## src/verilog/pfc_pkg.sv

```systemverilog
// Constants for the fault interrupt configuration bank: command selects,
// field positions, reset values and reset-extension timing.
// Assumes a single 40 MHz system clock.
package pfc_pkg;

  // Register selects carried by the host read/write commands.
  localparam logic [1:0] SEL_OVERTEMP  = 2'h0;
  localparam logic [1:0] SEL_SUPPLY    = 2'h1;
  localparam logic [1:0] SEL_THR_DELAY = 2'h2;

  // Overtemp interrupt configuration fields.
  localparam int         BOOST_EN_BIT  = 3;
  localparam int         SECOND_BUCK_EN_BIT  = 1;
  localparam int         FIRST_BUCK_EN_BIT  = 0;
  localparam logic [7:0] OVERTEMP_MASK = 8'h0b;
  localparam logic [7:0] OVERTEMP_RST  = 8'h00;

  // Supply-low interrupt configuration fields.
  localparam int         SUPPLY_EN_BIT = 4;
  localparam logic [7:0] SUPPLY_MASK   = 8'h10;
  localparam logic [7:0] SUPPLY_RST    = 8'h00;

  // Threshold and reset-extension fields.
  localparam int         THR_LSB       = 4;
  localparam int         EXT_LSB       = 0;
  localparam logic [7:0] THR_DLY_MASK  = 8'h33;
  localparam logic [7:0] THR_DLY_RST   = 8'h03;

  // Warning vector positions.
  localparam int         WARN_FIRST_BUCK    = 0;
  localparam int         WARN_SECOND_BUCK    = 1;
  localparam int         WARN_BOOST    = 2;
  localparam int         WARN_SUPPLY   = 3;
  localparam int         WARN_N        = 4;

  // Reset extension least times in milliseconds and the clock rate.
  localparam longint     CLK_HZ        = 40000000;
  localparam longint     EXT0_MS       = 2;
  localparam longint     EXT1_MS       = 11;
  localparam longint     EXT2_MS       = 21;
  localparam longint     EXT3_MS       = 31;
  localparam int         EXT_CNT_W     = 24;
  localparam logic [EXT_CNT_W-1:0] EXT0_CYC = EXT_CNT_W'((EXT0_MS * CLK_HZ + 999) / 1000);
  localparam logic [EXT_CNT_W-1:0] EXT1_CYC = EXT_CNT_W'((EXT1_MS * CLK_HZ + 999) / 1000);
  localparam logic [EXT_CNT_W-1:0] EXT2_CYC = EXT_CNT_W'((EXT2_MS * CLK_HZ + 999) / 1000);
  localparam logic [EXT_CNT_W-1:0] EXT3_CYC = EXT_CNT_W'((EXT3_MS * CLK_HZ + 999) / 1000);

endpackage

```

## src/verilog/pfc_reset_ext.sv

```systemverilog
// Microcontroller reset extension timer.
// Assumes the request and selects come from logic on the same clock.
`timescale 1ns/100ps
module pfc_reset_ext #(
  parameter int                              CNT_W = pfc_pkg::EXT_CNT_W,
  parameter logic [pfc_pkg::EXT_CNT_W-1:0]   CYC0  = pfc_pkg::EXT0_CYC,
  parameter logic [pfc_pkg::EXT_CNT_W-1:0]   CYC1  = pfc_pkg::EXT1_CYC,
  parameter logic [pfc_pkg::EXT_CNT_W-1:0]   CYC2  = pfc_pkg::EXT2_CYC,
  parameter logic [pfc_pkg::EXT_CNT_W-1:0]   CYC3  = pfc_pkg::EXT3_CYC
) (
  input  wire logic       clk_i,
  input  wire logic       rst_n_i,
  input  wire logic       hold_i,
  input  wire logic [1:0] sel_i,
  input  wire logic       reverse_i,
  output logic            mcu_rst_n_o
);

  logic [CNT_W-1:0] cnt_q;
  logic [CNT_W-1:0] cnt_d;
  logic             rst_n_q;
  logic             rst_n_d;
  logic [CNT_W-1:0] delay;
  logic [1:0]       code;

  always_comb begin
    code = reverse_i ? ~sel_i : sel_i;
    unique case (code)
      2'h0: delay = CYC0;
      2'h1: delay = CYC1;
      2'h2: delay = CYC2;
      default: delay = CYC3;
    endcase
    cnt_d   = cnt_q;
    rst_n_d = 1'b1;
    if (hold_i) begin
      cnt_d   = delay;
      rst_n_d = 1'b0;
    end else if (cnt_q != '0) begin
      cnt_d   = cnt_q - CNT_W'(1);
      rst_n_d = 1'b0;
    end
  end

  always_ff @(posedge clk_i or negedge rst_n_i) begin
    if (!rst_n_i) begin
      cnt_q   <= '0;
      rst_n_q <= 1'b0;
    end else begin
      cnt_q   <= cnt_d;
      rst_n_q <= rst_n_d;
    end
  end

  assign mcu_rst_n_o = rst_n_q;

endmodule

```

## src/verilog/pfc_fault_irq_cfg.sv

```systemverilog
// Configuration bank for fault interrupts, supply threshold and reset extension.
// Assumes the host command port is on CLK_SYS_I; warnings and the fuse are pins.
`timescale 1ns/100ps
module pfc_fault_irq_cfg #(
  parameter logic [pfc_pkg::EXT_CNT_W-1:0] EXT0_CYC = pfc_pkg::EXT0_CYC,
  parameter logic [pfc_pkg::EXT_CNT_W-1:0] EXT1_CYC = pfc_pkg::EXT1_CYC,
  parameter logic [pfc_pkg::EXT_CNT_W-1:0] EXT2_CYC = pfc_pkg::EXT2_CYC,
  parameter logic [pfc_pkg::EXT_CNT_W-1:0] EXT3_CYC = pfc_pkg::EXT3_CYC
) (
  input  wire logic       CLK_SYS_I,
  input  wire logic       RST_N_I,
  input  wire logic       CMD_VALID_I,
  input  wire logic       CMD_WRITE_I,
  input  wire logic [1:0] CMD_SEL_I,
  input  wire logic [7:0] CMD_WDATA_I,
  output logic      [7:0] CMD_RDATA_O,
  output logic            CMD_RVALID_O,
  input  wire logic       DIAG_STATE_I,
  input  wire logic       CFG_LOCK_I,
  input  wire logic       BOOST_OVERTEMP_WARNING_FLAG_I,
  input  wire logic       SECOND_BUCK_OT_WARN_I,
  input  wire logic       FIRST_BUCK_OT_WARN_I,
  input  wire logic       SUPPLY_LOW_I,
  input  wire logic       ORDER_FUSE_I,
  input  wire logic       OUTPUT_ENABLE_SET_I,
  input  wire logic [2:0] FLAG_CLEAR_I,
  output logic            BOOST_OT_WARNING_FLAG_O,
  output logic            SECOND_BUCK_OT_WARNING_FLAG_O,
  output logic            FIRST_BUCK_OT_WARNING_FLAG_O,
  output logic            OUTPUT_ENABLE_CONTROL_O,
  output logic            SHARED_EN_IRQ_O,
  output logic            SHARED_EN_IRQ_OE_O,
  output logic            SAFE_REQ_O,
  output logic      [1:0] SUPPLY_LOW_THRESHOLD_O,
  output logic            MCU_RST_N_O,
  input  wire logic       MCU_RST_REQ_I
);

  localparam int SN = pfc_pkg::WARN_N + 1;

  logic          rst_meta_q;
  logic          rst_sync_q;
  logic [SN-1:0] pin_meta_q;
  logic [SN-1:0] pin_sync_q;

  // Reset release through two flip-flops.
  always_ff @(posedge CLK_SYS_I or negedge RST_N_I) begin
    if (!RST_N_I) begin
      rst_meta_q <= 1'b0;
      rst_sync_q <= 1'b0;
    end else begin
      rst_meta_q <= 1'b1;
      rst_sync_q <= rst_meta_q;
    end
  end

  // Pin synchronisers; the first stage feeds only the second.
  // They keep running through reset, so the ordering fuse has crossed both
  // stages before it is latched at the first edge after reset release.
  // A warning held during reset is therefore seen as soon as reset ends.
  always_ff @(posedge CLK_SYS_I) begin
    pin_meta_q <= {ORDER_FUSE_I, SUPPLY_LOW_I, BOOST_OVERTEMP_WARNING_FLAG_I, SECOND_BUCK_OT_WARN_I, FIRST_BUCK_OT_WARN_I};
    pin_sync_q <= pin_meta_q;
  end

  logic [pfc_pkg::WARN_N-1:0] warn;
  logic                       fuse_s;
  assign warn   = pin_sync_q[pfc_pkg::WARN_N-1:0];
  assign fuse_s = pin_sync_q[pfc_pkg::WARN_N];

  logic [7:0] ot_cfg_q;
  logic [7:0] ot_cfg_d;
  logic [7:0] sup_cfg_q;
  logic [7:0] sup_cfg_d;
  logic [7:0] thr_cfg_q;
  logic [7:0] thr_cfg_d;
  logic [2:0] flag_q;
  logic [2:0] flag_d;
  logic       oe_ctl_q;
  logic       oe_ctl_d;
  logic       pull_q;
  logic       pull_d;
  logic       hit_q;
  logic       hit_d;
  logic       safe_q;
  logic       safe_d;
  logic       fuse_q;
  logic       fuse_d;
  logic       fuse_done_q;
  logic       fuse_done_d;
  logic [7:0] rdata_q;
  logic [7:0] rdata_d;
  logic       rvalid_q;
  logic       rvalid_d;
  logic       wr_ok;
  logic [3:0] irq_src;

  // Host writes land only in the diagnostic state with the lock bit clear.
  // Reserved bits are masked, so they always read back as zero.
  always_comb begin
    wr_ok     = CMD_VALID_I && CMD_WRITE_I && DIAG_STATE_I && !CFG_LOCK_I;
    ot_cfg_d  = ot_cfg_q;
    sup_cfg_d = sup_cfg_q;
    thr_cfg_d = thr_cfg_q;
    if (wr_ok) begin
      unique case (CMD_SEL_I)
        pfc_pkg::SEL_OVERTEMP:  ot_cfg_d  = CMD_WDATA_I & pfc_pkg::OVERTEMP_MASK;
        pfc_pkg::SEL_SUPPLY:    sup_cfg_d = CMD_WDATA_I & pfc_pkg::SUPPLY_MASK;
        pfc_pkg::SEL_THR_DELAY: thr_cfg_d = CMD_WDATA_I & pfc_pkg::THR_DLY_MASK;
        default: ;
      endcase
    end

    // A read answers one cycle after its strobe and holds its data until the next read.
    rvalid_d = CMD_VALID_I && !CMD_WRITE_I;
    rdata_d  = rdata_q;
    if (rvalid_d) begin
      unique case (CMD_SEL_I)
        pfc_pkg::SEL_OVERTEMP:  rdata_d = ot_cfg_q;
        pfc_pkg::SEL_SUPPLY:    rdata_d = sup_cfg_q;
        pfc_pkg::SEL_THR_DELAY: rdata_d = thr_cfg_q;
        default:                rdata_d = 8'h00;
      endcase
    end

    // Status flags: a warning in the clear cycle keeps the flag set.
    flag_d = (flag_q & ~FLAG_CLEAR_I) | warn[pfc_pkg::WARN_BOOST:pfc_pkg::WARN_FIRST_BUCK];

    // Each enabled warning is an interrupt source; the supply-low event has no flag here.
    irq_src[pfc_pkg::WARN_FIRST_BUCK]  = warn[pfc_pkg::WARN_FIRST_BUCK] && ot_cfg_q[pfc_pkg::FIRST_BUCK_EN_BIT];
    irq_src[pfc_pkg::WARN_SECOND_BUCK]  = warn[pfc_pkg::WARN_SECOND_BUCK] && ot_cfg_q[pfc_pkg::SECOND_BUCK_EN_BIT];
    irq_src[pfc_pkg::WARN_BOOST]  = warn[pfc_pkg::WARN_BOOST] && ot_cfg_q[pfc_pkg::BOOST_EN_BIT];
    irq_src[pfc_pkg::WARN_SUPPLY] = warn[pfc_pkg::WARN_SUPPLY] && sup_cfg_q[pfc_pkg::SUPPLY_EN_BIT];
    hit_d = |irq_src;

    // The interrupt wins over a software set in the same cycle.
    oe_ctl_d = hit_d ? 1'b0 : (OUTPUT_ENABLE_SET_I ? 1'b1 : oe_ctl_q);
    pull_d   = !oe_ctl_d;
    safe_d   = hit_d && !hit_q;

    // The ordering fuse is taken once, at the first edge after reset release,
    // so a fuse line that moves later cannot change the extension order.
    fuse_done_d = 1'b1;
    fuse_d      = fuse_done_q ? fuse_q : fuse_s;
  end

  always_ff @(posedge CLK_SYS_I or negedge rst_sync_q) begin
    if (!rst_sync_q) begin
      ot_cfg_q    <= pfc_pkg::OVERTEMP_RST;
      sup_cfg_q   <= pfc_pkg::SUPPLY_RST;
      thr_cfg_q   <= pfc_pkg::THR_DLY_RST;
      flag_q      <= '0;
      oe_ctl_q    <= 1'b0;
      pull_q      <= 1'b1;
      hit_q       <= 1'b0;
      safe_q      <= 1'b0;
      fuse_q      <= 1'b0;
      fuse_done_q <= 1'b0;
      rdata_q     <= 8'h00;
      rvalid_q    <= 1'b0;
    end else begin
      ot_cfg_q    <= ot_cfg_d;
      sup_cfg_q   <= sup_cfg_d;
      thr_cfg_q   <= thr_cfg_d;
      flag_q      <= flag_d;
      oe_ctl_q    <= oe_ctl_d;
      pull_q      <= pull_d;
      hit_q       <= hit_d;
      safe_q      <= safe_d;
      fuse_q      <= fuse_d;
      fuse_done_q <= fuse_done_d;
      rdata_q     <= rdata_d;
      rvalid_q    <= rvalid_d;
    end
  end

  // Reset extension timer; the latched fuse reverses the code order.
  pfc_reset_ext #(
    .CNT_W (pfc_pkg::EXT_CNT_W),
    .CYC0  (EXT0_CYC),
    .CYC1  (EXT1_CYC),
    .CYC2  (EXT2_CYC),
    .CYC3  (EXT3_CYC)
  ) u_reset_ext (
    .clk_i       (CLK_SYS_I),
    .rst_n_i     (rst_sync_q),
    .hold_i      (MCU_RST_REQ_I),
    .sel_i       (thr_cfg_q[pfc_pkg::EXT_LSB +: 2]),
    .reverse_i   (fuse_q),
    .mcu_rst_n_o (MCU_RST_N_O)
  );

  // The shared pin is open drain: its data is always low and the enable
  // pulls it down whenever the output-enable control bit is clear.
  assign CMD_RDATA_O                   = rdata_q;
  assign CMD_RVALID_O                  = rvalid_q;
  assign FIRST_BUCK_OT_WARNING_FLAG_O  = flag_q[pfc_pkg::WARN_FIRST_BUCK];
  assign SECOND_BUCK_OT_WARNING_FLAG_O = flag_q[pfc_pkg::WARN_SECOND_BUCK];
  assign BOOST_OT_WARNING_FLAG_O       = flag_q[pfc_pkg::WARN_BOOST];
  assign OUTPUT_ENABLE_CONTROL_O       = oe_ctl_q;
  assign SHARED_EN_IRQ_O               = 1'b0;
  assign SHARED_EN_IRQ_OE_O            = pull_q;
  assign SAFE_REQ_O                    = safe_q;
  assign SUPPLY_LOW_THRESHOLD_O        = thr_cfg_q[pfc_pkg::THR_LSB +: 2];

endmodule

```

## config.mk

```make
export PLATFORM = sky130hd
export DESIGN_NAME = pfc_fault_irq_cfg
export DESIGN_NICKNAME = d
export VERILOG_FILES = /design/src/verilog/pfc_pkg.sv /design/src/verilog/pfc_reset_ext.sv /design/src/verilog/pfc_fault_irq_cfg.sv
export SDC_FILE = /design/constraint.sdc
export NUM_CORES = 1
export LEC_CHECK = 0
export BUFFER_PORTS_ARGS = -buffer_cell sky130_fd_sc_hd__buf_2
export CAP_MARGIN = 0
export CORE_MARGIN = 2
export CORE_UTILIZATION = 60
export DETAILED_ROUTE_END_ITERATION = 16
export GPL_ROUTABILITY_DRIVEN = 0
export GPL_TIMING_DRIVEN = 0
export HOLD_SLACK_MARGIN = 0.02
export PLACE_DENSITY = 0.84
export RECOVER_POWER = 25
export SYNTH_ARGS = -nofsm -noshare
export SYNTH_HDL_FRONTEND = slang
export SYNTH_SLANG_ARGS = --single-unit
```

## constraint.sdc

```tcl
create_clock -name CLK_SYS_I -period 2.8 [get_ports CLK_SYS_I]
set_clock_uncertainty 0.1 [all_clocks]
set_input_delay 0.42 -clock CLK_SYS_I [delete_from_list [all_inputs] [get_ports CLK_SYS_I]]
set_output_delay 0.42 -clock CLK_SYS_I [all_outputs]
set_load 0.02 [all_outputs]
```

==> results of run 1 <==
-- cells by family after synthesis --
kind of cell | Yosys count | share of synthesized area
AOI/OAI and AO/OA | 46 | 0.115
adders and majority gates | 8 | 0.0365
xor gates and xnor gates | 14 | 0.0447
buffers and inverters | 29 | 0.0492
and+or+nand+nor | 79 | 0.164
other | 2 | 0.00274
muxes | 14 | 0.0579
DFF | 60 | 0.530
-- critical path: cells and delay by family, from the launching register on --
family          cells  cell delay, ns
simple gates        4            1.64
buf+inv             1            0.17
compound gates      1            0.13
flops               1            0.41
-- stage by stage --
step | instance area, um^2 | total power (W) | setup WS, ns
after CTS | 3250 | 0.00252 | 0.261
after detailed placement | 3020 | 0.00168 | 0.284
after floorplan | 2760 | 0.00153 | 0.451
after global routing | 3240 | 0.00263 | 0.0169
after global placement | 3000 | 0.00166 | 0.310
final | 3240 | 0.00251 | 0.199
-- area by class of cell --
type	count	area (um^2)
Sequential cell	60	1460
Multi-Input combinational cell	167	1170
Fill cell	310	1140
Timing Repair Buffer	37	196
Clock buffer	13	179
Buffer	17	90.1
Tap cell	52	65.1
Inverter	12	45.0
Clock inverter	3	42.5
-- power by group --
part | leakage (nW) | internal [W] | total, W | switching (W)
registers | 0.701 | 0.00101 | 0.00114 | 0.000126
clock network | 0.112 | 0.000506 | 0.000831 | 0.000324
logic | 0.673 | 0.000235 | 0.000538 | 0.000303
-- cells in the final DEF (no fill, tap or decap), types with 7 or more instances in the layout --
cell	instances
xnor2_1	9
dfxtp_1	10
nor2_1	15
ha_1	8
dfrtp_1	47
o21ai_0	10
clkbuf_8	13
or3_1	7
inv_1	12
nor3_1	8
clkbuf_1	9
nand2_1	14
mux2_2	9
buf_2	37
-- flip-flops by register name (all words and copies together) (netlist names), 3 cells and up --
signal,count
ot_cfg_q,3
u_reset_ext.cnt_q,24
thr_cfg_q,4
flag_q,3
pin_meta_q,5
pin_sync_q,5
CMD_RDATA_O,5
-- routing by layer --
metal / up-vias / part of all wire / routed length (um)
met5: - / 0 / 0
met4: 0 / 0.021 / 113
met3: 11 / 0.064 / 337
met2: 65 / 0.50 / 2630
met1: 988 / 0.42 / 2220
li1: 979 / - / -
-- final timing paths --
| path | from | end | depth (start not counted) |
|---|---|---|---|
| worst max-delay path | u_reset_ext.cnt_q[10] | u_reset_ext.cnt_q[8] | 6 |
| worst min-delay path | rst_sync_q | fuse_done_q | 0 |
| worst max register to register | u_reset_ext.cnt_q[10] | u_reset_ext.cnt_q[8] | 6 |
| min in group CLK_SYS_I | ORDER_FUSE_I | pin_meta_q[4] | 1 |
| worst min register to register | rst_sync_q | fuse_done_q | 0 |
| max in group asynchronous | rst_sync_q | CMD_RVALID_O | 1 |
==> impl_results.md, run 1 <==
- Status: finished with violations
- Failing checks: max-capacitance violations, max-slew violations
- Yosys top cell area share: 0.428
- Cell area after synthesis: 2750 um^2
- Die ar.: 5130 um^2
- Final std cells w/o fill: 361
- Kind of critical path: flip-flop to flip-flop
- Worst hold path class: flip-flop to async pin
- CP peak stage delay: 0.51 ns
- Root buf cell: clkbuf_8
- Placed Cells incl. Taps: between 300 and 400
- Vias in the first global route: approximately 2000
- Largest net degree at the start of global routing: 40
- Grt met1 use: 0.306
- Routed vias: 2043
- DRC Markers: 0
- Grt ovf: 0
- Top-count cell post-synth: dfrtp_1
- Top FF cell, synth: dfrtp_1
- IO buf count: 35
- Number of max-cap violations: 1
- Die H: 71.6 um
- CP startpoint kind: flip-flop
- FP Rows: 24
- Hold_buf cts: 1
- Met2 global-route usage: 0.365
- Mapped Cells: 252
- GR peak layer: met2
- Post-synth EDFFs: 0
- Crit-path max FO: 9
- Final hold vios: 0
- Unrepaired setup endpoints after global routing: no
- Fin. max-slew vios: 40
- Iteration-0 DRC Markers: 224
- # IOs: 45
- Fin crit period: roughly 2.6 ns
- Worst slew margin: -0.115
- CP cell instances: or4_1, buf_2, nor3_2, nand3_1, nand2_1, o21ai_0
- Worst skew pair latency: 0.34 ns
- WHS: 0.0537 ns
- Clock slew at reported path FFs: 0.07 ns
- Register bit total from synthesis: 60
- Area leader, netlist: dfrtp_1
- Final WL: 5300 um
- R2r setup slk: slightly below 0.2 ns
- Detailed Place HPWL: 3730 um
- # resized after CTS: 0
- Netlist cell types: approximately 50
- Max VDD drop: 0.474 mV
- Power Density: just under 800 nW/um^2
- Area contributors post-synth: dfrtp_1 43%, dfxtp_1 7.3%, mux2_2 3.7%, ha_1 3.6%, dfstp_2 2.9%
- Met3 Use GR: 0.0506
- Die width: 71.6 um
- Asr flop ratio synth: 0.833
- Clock sink count: 60
- Setup bufs post-CTS: 0
- # diodes: 0
- Post-synthesis sequential area ratio: 0.530
- Peak Freq: around 0.38 GHz
- CP Capture Type: flip-flop
- Post-synthesis to final-layout area growth: 18.1%
- Initial antenna violation count: 0
- Worst EP arrival: between 2 and 3 ns
- Worst slew pin tran: 1.67 ns
- Clk buf depth: 2
- Post-layout util: 0.740
- Vias/cell: 5.66
- Core area: roughly 4400 um^2
- Total GRT Usage: 0.232
- Final TNS setup: 0 ns
- Crit path required time: around 2.9 ns
- Max H-tree Level: 3
- Synthesized area per cell: 10.9 um^2
- CTS tree: yes
- Commonest cells in the netlist: 47 x dfrtp_1, 15 x nor2_1, 14 x nand2_1
- Starting density of the core: 0.626
- Critical Path Slowest Stage Cell: or4_1
- Avg WL per Cell: roughly 15 um
- Layout cell share with drive strength beyond 1: 0.252
- Final setup fails: 0
- YS warnings: 0
- Antenna Nets Post-Route: 0
- CTS Buf Count: 9
- LEAKAGE: ~1.5 nW
- Period Utilization, post-route: 0.929
- First-pass GRT wire length: approximately 9100 um
- DRT Pass-1 Iters: 4
- Net count, final: ~340
No activity file was read; power rests on OpenSTA's default activity.
==> run 2: changes to the inputs <==
clock period = 3.1 ns   (was 2.8 ns; I/O delays follow)
==> run 2 against run 1 <==
  * The flow still finishes with violations (max-capacitance violations, max-slew violations)
  * Sequential cell count is the same
  * Critical path depth unchanged
  * Sequential share of layout area is essentially flat
  * Routed wire length barely moved
  * Core utilization shrank 0.057 points
  * First-iteration DRC count unchanged
  * Die area unchanged
  * Non-clock buffer count unchanged
  * Global-route usage unchanged
  * Cell area barely moved
  * Register-to-register slack gained 0.30 ns
  * Final cell count is the same
  * Critical path type unchanged
==> impl_results.md, run 2 (synthesis gave the netlist of run 1 again) <==
- Vias/cell: 5.63 (was 5.66)
- Routed vias: 2034 (was 2043)
- Fin crit period: 2.60 ns (about the same)
- Peak Freq: 0.385 GHz (was 0.384 GHz)
- Reg with most FFs: u_reset_ext.cnt_q (unchanged)
- Crit-path max FO: 9 (unchanged)
- Number of max-cap violations: 1 (unchanged)
- CTS tree: yes (unchanged)
- Cell Area, Placed: 3020 um^2 (unchanged)
- Period Utilization, post-route: 0.838 (was 0.929)
- DRT Pass-1 Iters: 4 (unchanged)
- Cell area after layout: 3240 um^2 (about the same)
- Die width: 71.6 um (unchanged)
- Avg WL per Cell: 14.7 um (about the same)
- Worst slew margin: -0.155 (was -0.115)
- Total GRT Usage: 0.232 (unchanged)
- Reg2reg start: u_reset_ext.cnt_q[10] (unchanged)
- Clock slew at reported path FFs: 0.07 ns (about the same)
- # IOs: 45 (unchanged)
- Die ar.: 5130 um^2 (unchanged)
- First-pass GRT wire length: 9110 um (unchanged)
- Vias in the first global route: 1980 (unchanged)
- Antenna Nets Post-Route: 0 (unchanged)
- Power Density: 698 nW/um^2 (was 773 nW/um^2)
- IO buf count: 35 (unchanged)
- Critical Path End: u_reset_ext.cnt_q[8] (unchanged)
- Worst setup slack after layout: 0.503 ns (was 0.199 ns)
- Crit path required time: 3.20 ns (was 2.90 ns)
- Most frequent cells in the layout: 47 x dfrtp_1, 37 x buf_2, 15 x nor2_1 (unchanged)
- Root buf cell: clkbuf_8 (unchanged)
- Worst skew pair latency: 0.34 ns (about the same)
- Largest net degree at the start of global routing: 40 (unchanged)
- Crit path launch: u_reset_ext.cnt_q[10] (unchanged)
- # resized after CTS: 0 (unchanged)
- Die H: 71.6 um (unchanged)
- LEAKAGE: 1.48 nW (was 1.49 nW)
- Largest register FFs: 24 (unchanged)
- Unrepaired setup endpoints after global routing: no (unchanged)
- Net count, final: 338 (unchanged)
- Kind of critical path: flip-flop to flip-flop (unchanged)
- Status: finished with violations (unchanged)
- Iteration-0 DRC Markers: 224 (unchanged)
- Max VDD drop: 0.428 mV (was 0.474 mV)
- Final TNS setup: 0 ns (unchanged)
- Worst hold path class: flip-flop to async pin (unchanged)
- Worst EP arrival: 2.70 ns (about the same)
- Most common cell after layout, fill and taps aside: dfrtp_1 (unchanged)
- Detailed Place HPWL: 3730 um (unchanged)
- Final hold vios: 0 (unchanged)
- Post-synthesis to final-layout area growth: 18.0% (was 18.1%)
- Final setup fails: 0 (unchanged)
- Dpl ws: 0.584 ns (was 0.284 ns)
- Final WL: 5300 um (about the same)
- Max H-tree Level: 3 (unchanged)
- Fin. max-slew vios: 40 (unchanged)
- Reg2Reg Depth: 6 (unchanged)
- Initial antenna violation count: 0 (unchanged)
- Failing checks: max-capacitance violations, max-slew violations (unchanged)
- # diodes: 0 (unchanged)
- CP Capture Type: flip-flop (unchanged)
- Setup bufs post-CTS: 0 (unchanged)
- Layout cell share with drive strength beyond 1: 0.252 (unchanged)
- Worst slew pin tran: 1.73 ns (was 1.67 ns)
- FP Rows: 24 (unchanged)
- Starting density of the core: 0.626 (unchanged)
- CP startpoint kind: flip-flop (unchanged)
- CTS Buf Count: 9 (unchanged)
- Crit Reg-Reg Endpoint: u_reset_ext.cnt_q[8] (unchanged)
- Grt ovf: 0 (unchanged)
- Core area: 4380 um^2 (unchanged)
- Clock sink count: 60 (unchanged)
- DRC Markers: 0 (unchanged)
- Clk buf depth: 2 (unchanged)
- R2r setup slk: 0.50 ns (was 0.20 ns)
[run 2: repair_timing]
| action | CTS | global route |
|---|---|---|
| hold endpoints to repair | 2 | 0 |
| endpoints found under the setup margin | 0 | 0 |
| hold buffers | 1 | 0 |
[run 2: critical path, cell delays in order (launching register included)]
cell	delay, ns
dfrtp_1	0.41
or4_1	0.51
buf_2	0.17
nor3_2	0.38
nand3_1	0.39
nand2_1	0.37
o21ai_0	0.13
[run 2: per-stage QoR]
step                cells   util  total power [W]  hold slack [ns]
floorplan             256      -          0.00138           0.0694
global placement      343  0.684          0.00149            0.150
detailed placement    344  0.689          0.00152           0.0317
CTS                   361  0.742          0.00228           0.0367
global route          361  0.739          0.00238           0.0993
finish                361  0.739          0.00226           0.0560
[run 2: worst min path at each step]
stage | to | slack [ns] | cells after the start
after CTS | fuse_done_q | 0.04 | 0
after global placement | rst_meta_q | 0.15 | 1
after global routing | fuse_done_q | 0.1 | 0
final | fuse_done_q | 0.06 | 0
after floorplan | rst_meta_q | 0.07 | 0
after detailed placement | fuse_done_q | 0.03 | 0
[run 2: layout make-up]
cell class | instances | area (um^2)
clock inverters | 3 | 42.5
well taps | 52 | 65.1
plain buffers | 17 | 90.1
multi-input cells | 167 | 1170
repair buffers | 37 | 194
clock buffers | 13 | 179
flip-flops and latches | 60 | 1460
fillers | 309 | 1140
inverters | 12 | 45.0
[run 2: where the power goes]
part	switching (W)	total (W)	internal [W]
registers	0.000114	0.00103	0.000914
clock network	0.000292	0.000749	0.000457
logic	0.000273	0.000486	0.000212
total	0.000679	0.00226	0.00158
[run 2: layer usage]
layer	vias up	track usage	routed length (um)
li1	978	-	-
met1	983	0.306	2220
met2	67	0.365	2660
met3	6	0.0506	367
met4	0	0.115	53
met5	-	0	0
